===== config.mk =====
export PLATFORM = sky130hd
export DESIGN_NAME = cmd_interp
export DESIGN_NICKNAME = d
export VERILOG_FILES = /design/src/cmd_interp.v
export VERILOG_INCLUDE_DIRS = /design/src
export SDC_FILE = /design/constraint.sdc
export NUM_CORES = 1
export LEC_CHECK = 0
export BUFFER_PORTS_ARGS = -buffer_cell sky130_fd_sc_hd__buf_2
export CELL_PAD_IN_SITES_DETAIL_PLACEMENT = 0
export CELL_PAD_IN_SITES_GLOBAL_PLACEMENT = 2
export CORE_MARGIN = 2
export CORE_UTILIZATION = 39
export DETAILED_ROUTE_END_ITERATION = 7
export PLACE_DENSITY_LB_ADDON = 0.1
export SLEW_MARGIN = 5
export SYNTH_ARGS = -nofsm -noshare
export SYNTH_HDL_FRONTEND = slang
export SYNTH_SLANG_ARGS = --single-unit

===== constraint.sdc =====
create_clock -name pclk -period 10.65 [get_ports pclk]
set_input_delay 2.13 -clock pclk [delete_from_list [all_inputs] [get_ports pclk]]
set_output_delay 2.13 -clock pclk [all_outputs]
set_load 0.05 [all_outputs]

===== src/cmd_interp_defines.vh =====
`ifndef CMD_INTERP_DEFINES_VH
`define CMD_INTERP_DEFINES_VH

// register byte offsets
`define OFS_CMD      8'h00
`define OFS_TALK     8'h04
`define OFS_STATUS   8'h08
`define OFS_MASK     8'h0C
`define OFS_ERR      8'h10

// command codes; 1..13 are input on/off switches
`define C_NONE       6'd0
`define C_BIN_LAST   6'd13
`define C_ALEV       6'd14
`define C_BLEV       6'd15
`define C_XSTART     6'd16
`define C_XSTOP      6'd17
`define C_FUNC       6'd18
`define C_ONECYC     6'd19
`define C_WAVG       6'd20
`define C_WTIME      6'd21
`define C_MATHOFF    6'd22
`define C_SCALE      6'd23
`define C_SHIFT      6'd24
`define C_RECALL     6'd25
`define C_STORE      6'd26
`define C_FAST       6'd27
`define C_IDQ        6'd28
`define C_INIT       6'd29
`define C_ABORT      6'd30
`define C_CALD       6'd31
`define C_FAULTQ     6'd32
`define C_MASK       6'd33
`define C_HOLD       6'd34

// input switch bit position and switch register width
`define IF_AUTO      2
`define IF_W         13

// power-on values
`define RST_FLAGS    13'h0004
`define RST_FUNC     4'h1
`define RST_WTIME    32'h0000012C
`define RST_SCALE    32'h00000001
`define RST_ARM      2'h2

// argument limits
`define FUNC_MAX     32'h0000000F
`define ARM_MAX      32'h00000003
`define WTIME_MAX    32'h0001869F
`define MASK_MAX     32'h000000FF
`define DIG_MAX      4'hC

// status byte layout and error classes
`define SB_READY     0
`define SB_ERR       2
`define SB_FAIL      3
`define SB_LOCAL     4
`define SB_NOOSC     5
`define SB_RQS       6
`define SB_SRQ_USED  8'h3D
`define ERR_CMD      8'h10
`define ERR_ARG      8'h20
`define ERR_HW_MIN   8'h50

// talk sources
`define TS_NONE      3'd0
`define TS_ID        3'd1
`define TS_CAL       3'd2
`define TS_ERR       3'd3
`define TS_MEAS      3'd4

`endif


===== src/cmd_interp.v =====
// Operation
// - remote commands act like panel keys
// - switch commands: 1 on, 0 off
// - level commands set channel trigger level
// - arm commands select external arming mode
// - function command selects mode until replaced
// - single cycle, averaging switches; gate time
// - store/recall; invalid without memory option
// - fast output: eight bytes, end flag last
// - fast mode shows fast-data display message
// - fast-off returns to normal remote operation
// - identify: name, CR LF; pause measuring
// - initialize: defaults, clear low errors only
// - power-on default settings
// - reset restarts measurement, keeps hard errors
// - mask command loads service request mask
// - mask zero disables all service requests
// - cal dump: C, data, CR LF; pause
// - error query sends code, clears bit 2
// - hold mode: one result, request, wait
// - hold off: measure continuously, overwrite
// - any case; space comma semicolon terminate
// - request only on masked status rise
// - argumentless commands run on second letter
//
// Our own choices: the APB interface to the registers and the register offsets.
`timescale 1ns/1ps
`include "cmd_interp_defines.vh"
module cmd_interp #(
   parameter        HAS_MEM = 1,
   parameter [31:0] MEM_MAX = 32'h00000009,
   parameter [31:0] ID_STR  = 32'h434E5431 // arbitrary name
) (
   input  wire        pclk,
   input  wire        presetn,
   input  wire        psel,
   input  wire        penable,
   input  wire        pwrite,
   input  wire [7:0]  paddr,
   input  wire [31:0] pwdata,
   output reg  [31:0] prdata_r,
   output reg         pready_r,
   output reg         pslverr_r,
   input  wire        meas_done,
   input  wire [63:0] meas_data,
   input  wire [31:0] cal_data,
   input  wire        hw_err_valid,
   input  wire [7:0]  hw_err_code,
   input  wire        fail_in,
   input  wire        local_in,
   input  wire        no_osc_in,
   output reg  [12:0] input_flags_r,
   output reg         auto_atten_r,
   output reg  [31:0] chan_a_level_r,
   output reg  [31:0] chan_b_level_r,
   output reg  [1:0]  start_arm_r,
   output reg  [1:0]  stop_arm_r,
   output reg  [3:0]  measure_kind_r,
   output reg         one_cycle_r,
   output reg         window_avg_r,
   output reg  [31:0] window_time_r,
   output reg         math_off_r,
   output reg  [31:0] scale_r,
   output reg  [31:0] shift_r,
   output reg         store_pulse_r,
   output reg         recall_pulse_r,
   output reg  [3:0]  mem_slot_r,
   output reg         fast_out_r,
   output reg         meas_run_r,
   output reg         meas_restart_r,
   output reg         srq_r
);
   localparam [1:0] P_L1  = 2'd0;
   localparam [1:0] P_L2  = 2'd1;
   localparam [1:0] P_ARG = 2'd2;

   reg  [1:0]  pst_r;
   reg  [7:0]  c1_r;
   reg  [5:0]  code_r;
   reg  [31:0] acc_r;
   reg  [3:0]  nd_r;
   reg         neg_r;
   reg         sgn_r;
   reg         frac_r;
   reg  [7:0]  mask_r;
   reg  [7:0]  err_code_r;
   reg         error_r;
   reg         fail_r;
   reg         ready_r;
   reg         hold_r;
   reg  [7:0]  sb_prev_r;
   reg  [2:0]  str_src_r;
   reg  [3:0]  tx_idx_r;
   reg  [63:0] meas_r;

   reg  [7:0]  ch;
   reg         is_dig;
   reg         is_let;
   reg         is_term;
   reg  [5:0]  dcode;
   reg         ex_go;
   reg  [5:0]  ex_code;
   reg  [2:0]  cur_src;
   reg  [7:0]  tx_byte;
   reg         tx_last;
   reg  [7:0]  sb_now;
   reg  [31:0] sval;
   reg         int_ok;
   reg         bin_ok;

   wire setup  = psel & ~penable;
   wire access = psel & penable & pready_r;
   wire wr_cmd = access & pwrite & (paddr == `OFS_CMD);
   wire rd_tx  = access & ~pwrite & (paddr == `OFS_TALK);
   wire rd_sb  = access & ~pwrite & (paddr == `OFS_STATUS);

   // two-letter command lookup, zero when unknown
   function [5:0] cmd_decode;
      input [7:0] a;
      input [7:0] b;
      begin
         case ({a, b})
            "AA": cmd_decode = 6'd1;
            "AS": cmd_decode = 6'd2;
            "AU": cmd_decode = 6'd3;
            "AX": cmd_decode = 6'd4;
            "AZ": cmd_decode = 6'd5;
            "BA": cmd_decode = 6'd6;
            "BS": cmd_decode = 6'd7;
            "BX": cmd_decode = 6'd8;
            "BZ": cmd_decode = 6'd9;
            "CO": cmd_decode = 6'd10;
            "FI": cmd_decode = 6'd11;
            "SE": cmd_decode = 6'd12;
            "TR": cmd_decode = 6'd13;
            "AT": cmd_decode = `C_ALEV;
            "BT": cmd_decode = `C_BLEV;
            "XA": cmd_decode = `C_XSTART;
            "XO": cmd_decode = `C_XSTOP;
            "FN": cmd_decode = `C_FUNC;
            "FU": cmd_decode = `C_FUNC;
            "GS": cmd_decode = `C_ONECYC;
            "GV": cmd_decode = `C_WAVG;
            "GA": cmd_decode = `C_WTIME;
            "MD": cmd_decode = `C_MATHOFF;
            "MN": cmd_decode = `C_SCALE;
            "MO": cmd_decode = `C_SHIFT;
            "MR": cmd_decode = `C_RECALL;
            "MS": cmd_decode = `C_STORE;
            "HS": cmd_decode = `C_FAST;
            "ID": cmd_decode = `C_IDQ;
            "IN": cmd_decode = `C_INIT;
            "RE": cmd_decode = `C_ABORT;
            "TC": cmd_decode = `C_CALD;
            "TE": cmd_decode = `C_FAULTQ;
            "SM": cmd_decode = `C_MASK;
            "WA": cmd_decode = `C_HOLD;
            default: cmd_decode = `C_NONE;
         endcase
      end
   endfunction

   // character classing and execute trigger
   always @* begin
      ch = {1'b0, pwdata[6:0]};
      if (ch >= 8'h61 && ch <= 8'h7A)
         ch = ch & 8'hDF;
      is_dig  = (ch >= 8'h30) && (ch <= 8'h39);
      is_let  = (ch >= 8'h41) && (ch <= 8'h5A);
      is_term = (ch == 8'h20) || (ch == 8'h2C) || (ch == 8'h3B) ||
                (ch == 8'h0D) || (ch == 8'h0A);
      dcode   = cmd_decode(c1_r, ch);
      ex_go   = 1'b0;
      ex_code = code_r;
      if (wr_cmd && pst_r == P_L2 && dcode >= `C_IDQ &&
          dcode <= `C_FAULTQ) begin
         ex_go   = 1'b1;
         ex_code = dcode;
      end else if (wr_cmd && pst_r == P_ARG) begin
         // leading spaces wait for the number
         if (is_let || (is_term && !(ch == 8'h20 && nd_r == 4'h0
                                     && !sgn_r)))
            ex_go = 1'b1;
      end
      sval   = neg_r ? (32'h0 - acc_r) : acc_r;
      int_ok = (nd_r != 4'h0) && !neg_r;
      bin_ok = int_ok && (acc_r <= 32'h1);
   end

   // talk byte selection
   always @* begin
      sb_now = 8'h00;
      sb_now[`SB_READY] = ready_r;
      sb_now[`SB_ERR]   = error_r;
      sb_now[`SB_FAIL]  = fail_r;
      sb_now[`SB_LOCAL] = local_in;
      sb_now[`SB_NOOSC] = no_osc_in;
      cur_src = (str_src_r != `TS_NONE) ? str_src_r :
                (ready_r ? `TS_MEAS : `TS_NONE);
      tx_byte = 8'h0A;
      tx_last = 1'b0;
      case (cur_src)
         `TS_ID: begin
            tx_last = (tx_idx_r == 4'd5);
            case (tx_idx_r)
               4'd0: tx_byte = ID_STR[31:24];
               4'd1: tx_byte = ID_STR[23:16];
               4'd2: tx_byte = ID_STR[15:8];
               4'd3: tx_byte = ID_STR[7:0];
               4'd4: tx_byte = 8'h0D;
               default: tx_byte = 8'h0A;
            endcase
         end
         `TS_CAL: begin
            tx_last = (tx_idx_r == 4'd6);
            case (tx_idx_r)
               4'd0: tx_byte = 8'h43;
               4'd1: tx_byte = cal_data[31:24];
               4'd2: tx_byte = cal_data[23:16];
               4'd3: tx_byte = cal_data[15:8];
               4'd4: tx_byte = cal_data[7:0];
               4'd5: tx_byte = 8'h0D;
               default: tx_byte = 8'h0A;
            endcase
         end
         `TS_ERR: begin
            tx_last = (tx_idx_r == 4'd2);
            case (tx_idx_r)
               4'd0: tx_byte = err_code_r;
               4'd1: tx_byte = 8'h0D;
               default: tx_byte = 8'h0A;
            endcase
         end
         `TS_MEAS: begin
            // eight bytes, end flag on last
            tx_last = (tx_idx_r == 4'd7);
            tx_byte = meas_r[8'd63 - {tx_idx_r[2:0], 3'b000} -: 8];
         end
         default: tx_byte = 8'h00;
      endcase
   end

   // bus, parser, settings and talk engine
   always @(posedge pclk or negedge presetn) begin
      if (!presetn) begin
         prdata_r <= 32'h0; pready_r <= 1'b0; pslverr_r <= 1'b0;
         pst_r <= P_L1; c1_r <= 8'h00; code_r <= `C_NONE;
         acc_r <= 32'h0; nd_r <= 4'h0; neg_r <= 1'b0;
         sgn_r <= 1'b0; frac_r <= 1'b0;
         input_flags_r <= `RST_FLAGS; auto_atten_r <= 1'b1;
         chan_a_level_r <= 32'h0; chan_b_level_r <= 32'h0;
         start_arm_r <= `RST_ARM; stop_arm_r <= `RST_ARM;
         measure_kind_r <= `RST_FUNC; one_cycle_r <= 1'b0;
         window_avg_r <= 1'b0; window_time_r <= `RST_WTIME;
         math_off_r <= 1'b0; scale_r <= `RST_SCALE;
         shift_r <= 32'h0; store_pulse_r <= 1'b0;
         recall_pulse_r <= 1'b0; mem_slot_r <= 4'h0;
         fast_out_r <= 1'b0; meas_run_r <= 1'b1;
         meas_restart_r <= 1'b0; srq_r <= 1'b0;
         mask_r <= 8'h00; err_code_r <= 8'h00; error_r <= 1'b0;
         fail_r <= 1'b0; ready_r <= 1'b0; hold_r <= 1'b0;
         sb_prev_r <= 8'h00; str_src_r <= `TS_NONE;
         tx_idx_r <= 4'h0; meas_r <= 64'h0;
      end else begin
         store_pulse_r  <= 1'b0;
         recall_pulse_r <= 1'b0;
         meas_restart_r <= 1'b0;
         // read data is fixed in the setup cycle, no wait states
         pready_r <= setup;
         if (setup) begin
            pslverr_r <= 1'b0;
            prdata_r  <= 32'h0;
            case (paddr)
               `OFS_CMD:    prdata_r <= {30'h0, pst_r};
               `OFS_TALK:   prdata_r <= {22'h0, cur_src != `TS_NONE,
                                         tx_last, tx_byte};
               `OFS_STATUS: prdata_r <= {24'h0, sb_now[7], srq_r,
                                         sb_now[5:0]};
               `OFS_MASK:   prdata_r <= {24'h0, mask_r};
               `OFS_ERR:    prdata_r <= {24'h0, err_code_r};
               default:     pslverr_r <= 1'b1;
            endcase
         end
         // parser state
         if (wr_cmd) begin
            case (pst_r)
               P_L1: begin
                  if (is_let) begin
                     c1_r  <= ch;
                     pst_r <= P_L2;
                  end else if (!is_term) begin
                     error_r <= 1'b1;
                     err_code_r <= `ERR_CMD;
                  end
               end
               P_L2: begin
                  pst_r <= P_L1;
                  if (dcode == `C_NONE) begin
                     error_r <= 1'b1;
                     err_code_r <= `ERR_CMD;
                  end else if (dcode < `C_IDQ || dcode > `C_FAULTQ) begin
                     pst_r <= P_ARG; code_r <= dcode;
                     acc_r <= 32'h0; nd_r <= 4'h0; neg_r <= 1'b0;
                     sgn_r <= 1'b0; frac_r <= 1'b0;
                  end
               end
               P_ARG: begin
                  if (is_dig && !frac_r) begin
                     if (nd_r == `DIG_MAX) begin
                        error_r <= 1'b1;
                        err_code_r <= `ERR_ARG;
                     end else begin
                        acc_r <= {acc_r[28:0], 3'b000} +
                                 {acc_r[30:0], 1'b0} +
                                 {28'h0, ch[3:0]};
                        nd_r  <= nd_r + 4'h1;
                     end
                  end else if ((ch == 8'h2B || ch == 8'h2D) &&
                               nd_r == 4'h0 && !sgn_r) begin
                     sgn_r <= 1'b1;
                     neg_r <= (ch == 8'h2D);
                  end else if (ch == 8'h2E) begin
                     frac_r <= 1'b1;
                  end else if (is_let) begin
                     // implied end starts the next command
                     c1_r  <= ch;
                     pst_r <= P_L2;
                  end else if (is_term) begin
                     if (ex_go)
                        pst_r <= P_L1;
                  end else if (!is_dig) begin
                     error_r <= 1'b1;
                     err_code_r <= `ERR_ARG;
                     pst_r <= P_L1;
                  end
               end
               default: pst_r <= P_L1;
            endcase
         end
         // each command acts as its panel key
         if (ex_go) begin
            if (ex_code <= `C_BIN_LAST) begin
               if (bin_ok)
                  input_flags_r[ex_code[3:0] - 4'h1] <= acc_r[0];
               else begin
                  error_r <= 1'b1; err_code_r <= `ERR_ARG;
               end
            end else begin
               case (ex_code)
                  `C_ALEV, `C_BLEV: begin
                     if (nd_r == 4'h0) begin
                        error_r <= 1'b1; err_code_r <= `ERR_ARG;
                     end else if (ex_code == `C_ALEV)
                        chan_a_level_r <= sval;
                     else
                        chan_b_level_r <= sval;
                  end
                  `C_XSTART, `C_XSTOP: begin
                     if (!int_ok || acc_r == 32'h0 || acc_r > `ARM_MAX)
                        begin
                        error_r <= 1'b1; err_code_r <= `ERR_ARG;
                     end else if (ex_code == `C_XSTART)
                        start_arm_r <= acc_r[1:0];
                     else
                        stop_arm_r <= acc_r[1:0];
                  end
                  `C_FUNC: begin
                     if (!int_ok || acc_r == 32'h0 || acc_r > `FUNC_MAX)
                        begin
                        error_r <= 1'b1; err_code_r <= `ERR_ARG;
                     end else
                        measure_kind_r <= acc_r[3:0];
                  end
                  `C_ONECYC, `C_WAVG, `C_MATHOFF, `C_FAST, `C_HOLD: begin
                     if (!bin_ok) begin
                        error_r <= 1'b1; err_code_r <= `ERR_ARG;
                     end else begin
                        case (ex_code)
                           `C_ONECYC:  one_cycle_r  <= acc_r[0];
                           `C_WAVG:    window_avg_r <= acc_r[0];
                           `C_MATHOFF: math_off_r   <= acc_r[0];
                           `C_FAST:    fast_out_r   <= acc_r[0];
                           default:    hold_r       <= acc_r[0];
                        endcase
                     end
                  end
                  `C_WTIME: begin
                     if (!int_ok || acc_r == 32'h0 ||
                         acc_r > `WTIME_MAX) begin
                        error_r <= 1'b1; err_code_r <= `ERR_ARG;
                     end else
                        window_time_r <= acc_r;
                  end
                  `C_SCALE: begin
                     if (nd_r == 4'h0 || acc_r == 32'h0) begin
                        error_r <= 1'b1; err_code_r <= `ERR_ARG;
                     end else
                        scale_r <= sval;
                  end
                  `C_SHIFT: begin
                     if (nd_r == 4'h0) begin
                        error_r <= 1'b1; err_code_r <= `ERR_ARG;
                     end else
                        shift_r <= sval;
                  end
                  `C_STORE, `C_RECALL: begin
                     if (HAS_MEM == 0 || !int_ok || acc_r > MEM_MAX)
                        begin
                        error_r <= 1'b1; err_code_r <= `ERR_ARG;
                     end else begin
                        mem_slot_r     <= acc_r[3:0];
                        store_pulse_r  <= (ex_code == `C_STORE);
                        recall_pulse_r <= (ex_code == `C_RECALL);
                     end
                  end
                  `C_MASK: begin
                     if (!int_ok || acc_r > `MASK_MAX) begin
                        error_r <= 1'b1; err_code_r <= `ERR_ARG;
                     end else
                        mask_r <= acc_r[7:0];
                  end
                  `C_IDQ: begin
                     str_src_r <= `TS_ID; tx_idx_r <= 4'h0;
                  end
                  `C_CALD: begin
                     str_src_r <= `TS_CAL; tx_idx_r <= 4'h0;
                  end
                  // send code, clear status error bit
                  `C_FAULTQ: begin
                     str_src_r <= `TS_ERR; tx_idx_r <= 4'h0;
                     error_r <= 1'b0;
                  end
                  `C_INIT: begin
                     input_flags_r <= `RST_FLAGS; auto_atten_r <= 1'b1;
                     chan_a_level_r <= 32'h0; chan_b_level_r <= 32'h0;
                     start_arm_r <= `RST_ARM; stop_arm_r <= `RST_ARM;
                     measure_kind_r <= `RST_FUNC; one_cycle_r <= 1'b0;
                     window_avg_r <= 1'b0; window_time_r <= `RST_WTIME;
                     math_off_r <= 1'b0; scale_r <= `RST_SCALE;
                     shift_r <= 32'h0; fast_out_r <= 1'b0;
                     hold_r <= 1'b0; meas_restart_r <= 1'b1;
                     if (err_code_r < `ERR_HW_MIN) begin
                        err_code_r <= 8'h00; error_r <= 1'b0;
                     end
                  end
                  `C_ABORT: meas_restart_r <= 1'b1;
                  default: begin
                     error_r <= 1'b1; err_code_r <= `ERR_CMD;
                  end
               endcase
            end
         end
         // hardware errors and failures win over clears
         if (hw_err_valid) begin
            error_r <= 1'b1; err_code_r <= hw_err_code;
         end
         if (fail_in)
            fail_r <= 1'b1;
         // talk engine pops one byte per talk read
         if (rd_tx && cur_src != `TS_NONE) begin
            tx_idx_r <= tx_last ? 4'h0 : tx_idx_r + 4'h1;
            if (tx_last && str_src_r != `TS_NONE)
               str_src_r <= `TS_NONE;
            else if (tx_last)
               ready_r <= 1'b0;
         end
         // a new result overwrites the old one
         if (meas_done) begin
            meas_r  <= meas_data;
            ready_r <= 1'b1;
            if (str_src_r == `TS_NONE)
               tx_idx_r <= 4'h0;
         end
         // hold after one result; pause while a string reply is talked
         meas_run_r <= (str_src_r == `TS_NONE) && !(hold_r && ready_r)
                       && !(ex_go && ex_code >= `C_IDQ &&
                            ex_code != `C_INIT && ex_code != `C_ABORT &&
                            ex_code <= `C_FAULTQ);
         // request on masked status rise only
         sb_prev_r <= sb_now;
         if (|(sb_now & ~sb_prev_r & mask_r & `SB_SRQ_USED))
            srq_r <= 1'b1;
         else if (rd_sb)
            srq_r <= 1'b0;
      end
   end
endmodule


==> run metrics <==
Post-DP Area 22600 µm²; WL/cell 22.1 µm; HP Class reg -> reg; vias per cell 5.56; H-Tree Depth 2; drt first pass iters 5; Synthesis Warnings 0; Routed Antenna Nets 0; Critical Path RT 11.11 ns; post-cts hold buffer count 0; Final Max Tran Viols 0; Setup Skew 0.0151 ns; Vias 16600; Final period util 63.5%; CTS tree built; most frequent cells in the layout dfrtp_1 (346), buf_2 (333), mux2_2 (185), nand2_1 (171); num rows 84; Cell variety after synth 111; final setup violation count 0; floorplan core area 52200 µm²; Initial DRC Count 1086; worst-margin pin slew 1.07 ns; Async SR Flop Fraction 100%; routability congestion estimate 0.880; drt total wl 65800 µm; VDD IR-drop max 127 µV; Starting Density 39.3%; Die Wd 233 µm; Achievable Freq 148 MHz; Design Area, Final 24000 µm²; sequential fraction of the synthesis area 43.5%; hpwl dp 48500 µm; die area 54400 µm²; Syn Inst Count 1966; CTS max path bufs 3; number of setup buffers added after CTS 0; layout net count 2481; maxcap violations 0; Slew headroom 28.1%; mapped cell area 20500 µm²; proportion of layout cells with a drive suffix above 1 30.5%; clk_lat worst skew 0.59 ns; Post-synth EDFFs 0; Die Ht 233 µm; CTS buffer count 41; vias in the first global route 16500; CP arrival 7.23 ns; CTS clk-pin slew, worst paths 0.06 ns; DRC 0; RSZ-0062 raised after global routing no; leakage power 11.8 nW; placed cell count 2900; Mapped Avg Cell Area 10.4 µm²; area growth from synthesis to layout 17.2%; Synth Flop Type dfrtp_1; Tmin final 6.77 ns; grt total ovfl 0; total track usage 24.0%; port buffer count 334; Finished Layout Cells 2978; global-route wire length before repair 101000 µm; Sum Neg Setup Slack 0 ns; pin count of the biggest net entering global routing 86; CP max FO 35; post-synth top area cell dfrtp_1; leading cell type in the layout, fill and taps excluded dfrtp_1; cell chosen for the clock root clkbuf_16; IO Count 383; antenna violations before repair 1; Synth top area share 42.2%; Seq cells post-synth 356; Worst setup EP type flop; clk sinks 356; post-CTS resize count 0; critical path class in -> reg; startpoint class of the critical path input port; PD cells 126 nW/µm²; dominant cells by area after synthesis dfrtp_1 (42%), mux2_2 (10%), ha_1 (4.3%); Hold Vio Cnt, Final 0; status finished, final reports clean
==> routing by layer <==
layer	wire, µm	global-route usage (%)	vias up	share of wire [%]
met5	13	0	-	0.020
met4	1360	5.81	2	2.1
met1	28900	32.0	8271	44
met3	3050	3.76	87	4.6
met2	32500	40.7	421	49
li1	-	-	7784	-
==> logic make-up (layout without fill, tap and decap cells) <==
logic type	after synthesis	count (layout)	synth area share [%]
and+or+nand+nor	620	620	16.1
AOI/OAI and AO/OA	428	428	14.5
DFF	356	356	43.5
muxes	254	254	14.7
buffers and inverters	176	476	4.22
adders and majority gates	72	72	4.47
xor gates and xnor gates	58	58	2.48
other	2	26	0.0366
==> report_power, final <==
group | total, mW | internal, mW | leakage [nW] | switching (mW)
combinational | 0.165 | 0.0641 | 6.51 | 0.101
clock | 1.48 | 0.862 | 0.684 | 0.613
sequential | 1.40 | 1.38 | 4.65 | 0.0162
==> synth_stat cells (all sizes together), types with 13 or more instances <==
| master | count |
|---|---|
| a211oi | 13 |
| nand2 | 173 |
| a31oi | 22 |
| nand3 | 50 |
| xor2 | 44 |
| xnor2 | 14 |
| clkbuf | 69 |
| nand4 | 18 |
| or2 | 18 |
| o21ai | 117 |
| o31ai | 30 |
| nor4 | 28 |
| mux2i | 15 |
| nor2b | 33 |
| buf | 59 |
| nand2b | 30 |
| nor2 | 119 |
| inv | 48 |
| mux2 | 223 |
| and2 | 17 |
| nor3 | 35 |
| dfrtp | 346 |
| or3 | 15 |
| mux4 | 16 |
| a21o | 19 |
| a21oi | 85 |
| ha | 70 |
==> critical path: stages <==
cell and delay [ns]:
buf_2 0.50, nor4bb_1 0.29, o211ai_1 0.23, a211oi_1 0.68, o311a_1 0.70, nor2_1 0.15
nand2_1 0.17, a2bb2oi_1 0.83, inv_1 0.20, nand2_1 0.17, buf_4 0.35, a21oi_4 0.08
buf_4 0.28, mux2_1 0.38
==> state kept, by name (all words and copies together) (netlist names), 5 cells and up <==
name and cells:
chan_a_level_r 32, window_time_r 32, prdata_r 10, chan_b_level_r 32, code_r 6, sb_prev_r 5, err_code_r 8, acc_r 32
c1_r 7, scale_r 32, shift_r 32, input_flags_r 13, mask_r 8, meas_r 64
==> cell type report <==
cell class,count,area (µm²)
fillers,5006,28200
flip-flops and latches,356,8920
clock buffers,58,1190
multi-input cells,1455,10800
well taps,688,861
repair buffers,353,1820
inverters,48,180
diodes,3,7.51
clock inverters,17,225
==> final timing paths <==
kind | startpoint | endpoint | slack (ns) | cells past startpoint
worst min register to register | fail_r$_DFFE_PN0P_ | sb_prev_r[3]$_DFF_PN0_ | 0.42 | 0
min in group asynchronous | presetn | window_time_r[6]$_DFFE_PN0P_ | 1.51 | 1
worst max-delay path | pwdata[2] | chan_b_level_r[30]$_DFFE_PN0P_ | 3.88 | 14
worst max register to register | c1_r[6]$_DFFE_PN0P_ | chan_b_level_r[30]$_DFFE_PN0P_ | 5.04 | 13
worst min-delay path | fail_r$_DFFE_PN0P_ | sb_prev_r[3]$_DFF_PN0_ | 0.42 | 0
max in group asynchronous | presetn | meas_r[21]$_DFFE_PN0P_ | 6.98 | 3
==> per-stage QoR <==
| stage | hold WS, ns | utilization (%) | power (mW) | worst slack, ns |
|---|---|---|---|---|
| 4_1_cts | 0.420 | 46.0 | 3.08 | 4.01 |
| 3_5_place_dp | 0.418 | 43.3 | 1.59 | 3.39 |
| 3_3_place_gp | 0.403 | 43.3 | 1.58 | 3.47 |
| 2_1_floorplan | 0.384 | - | 1.51 | 5.04 |
| 5_1_grt | 0.437 | 46.0 | 3.15 | 3.62 |
| 6_report | 0.424 | 46.0 | 3.04 | 3.88 |
Power figures use the tool's default switching activity.
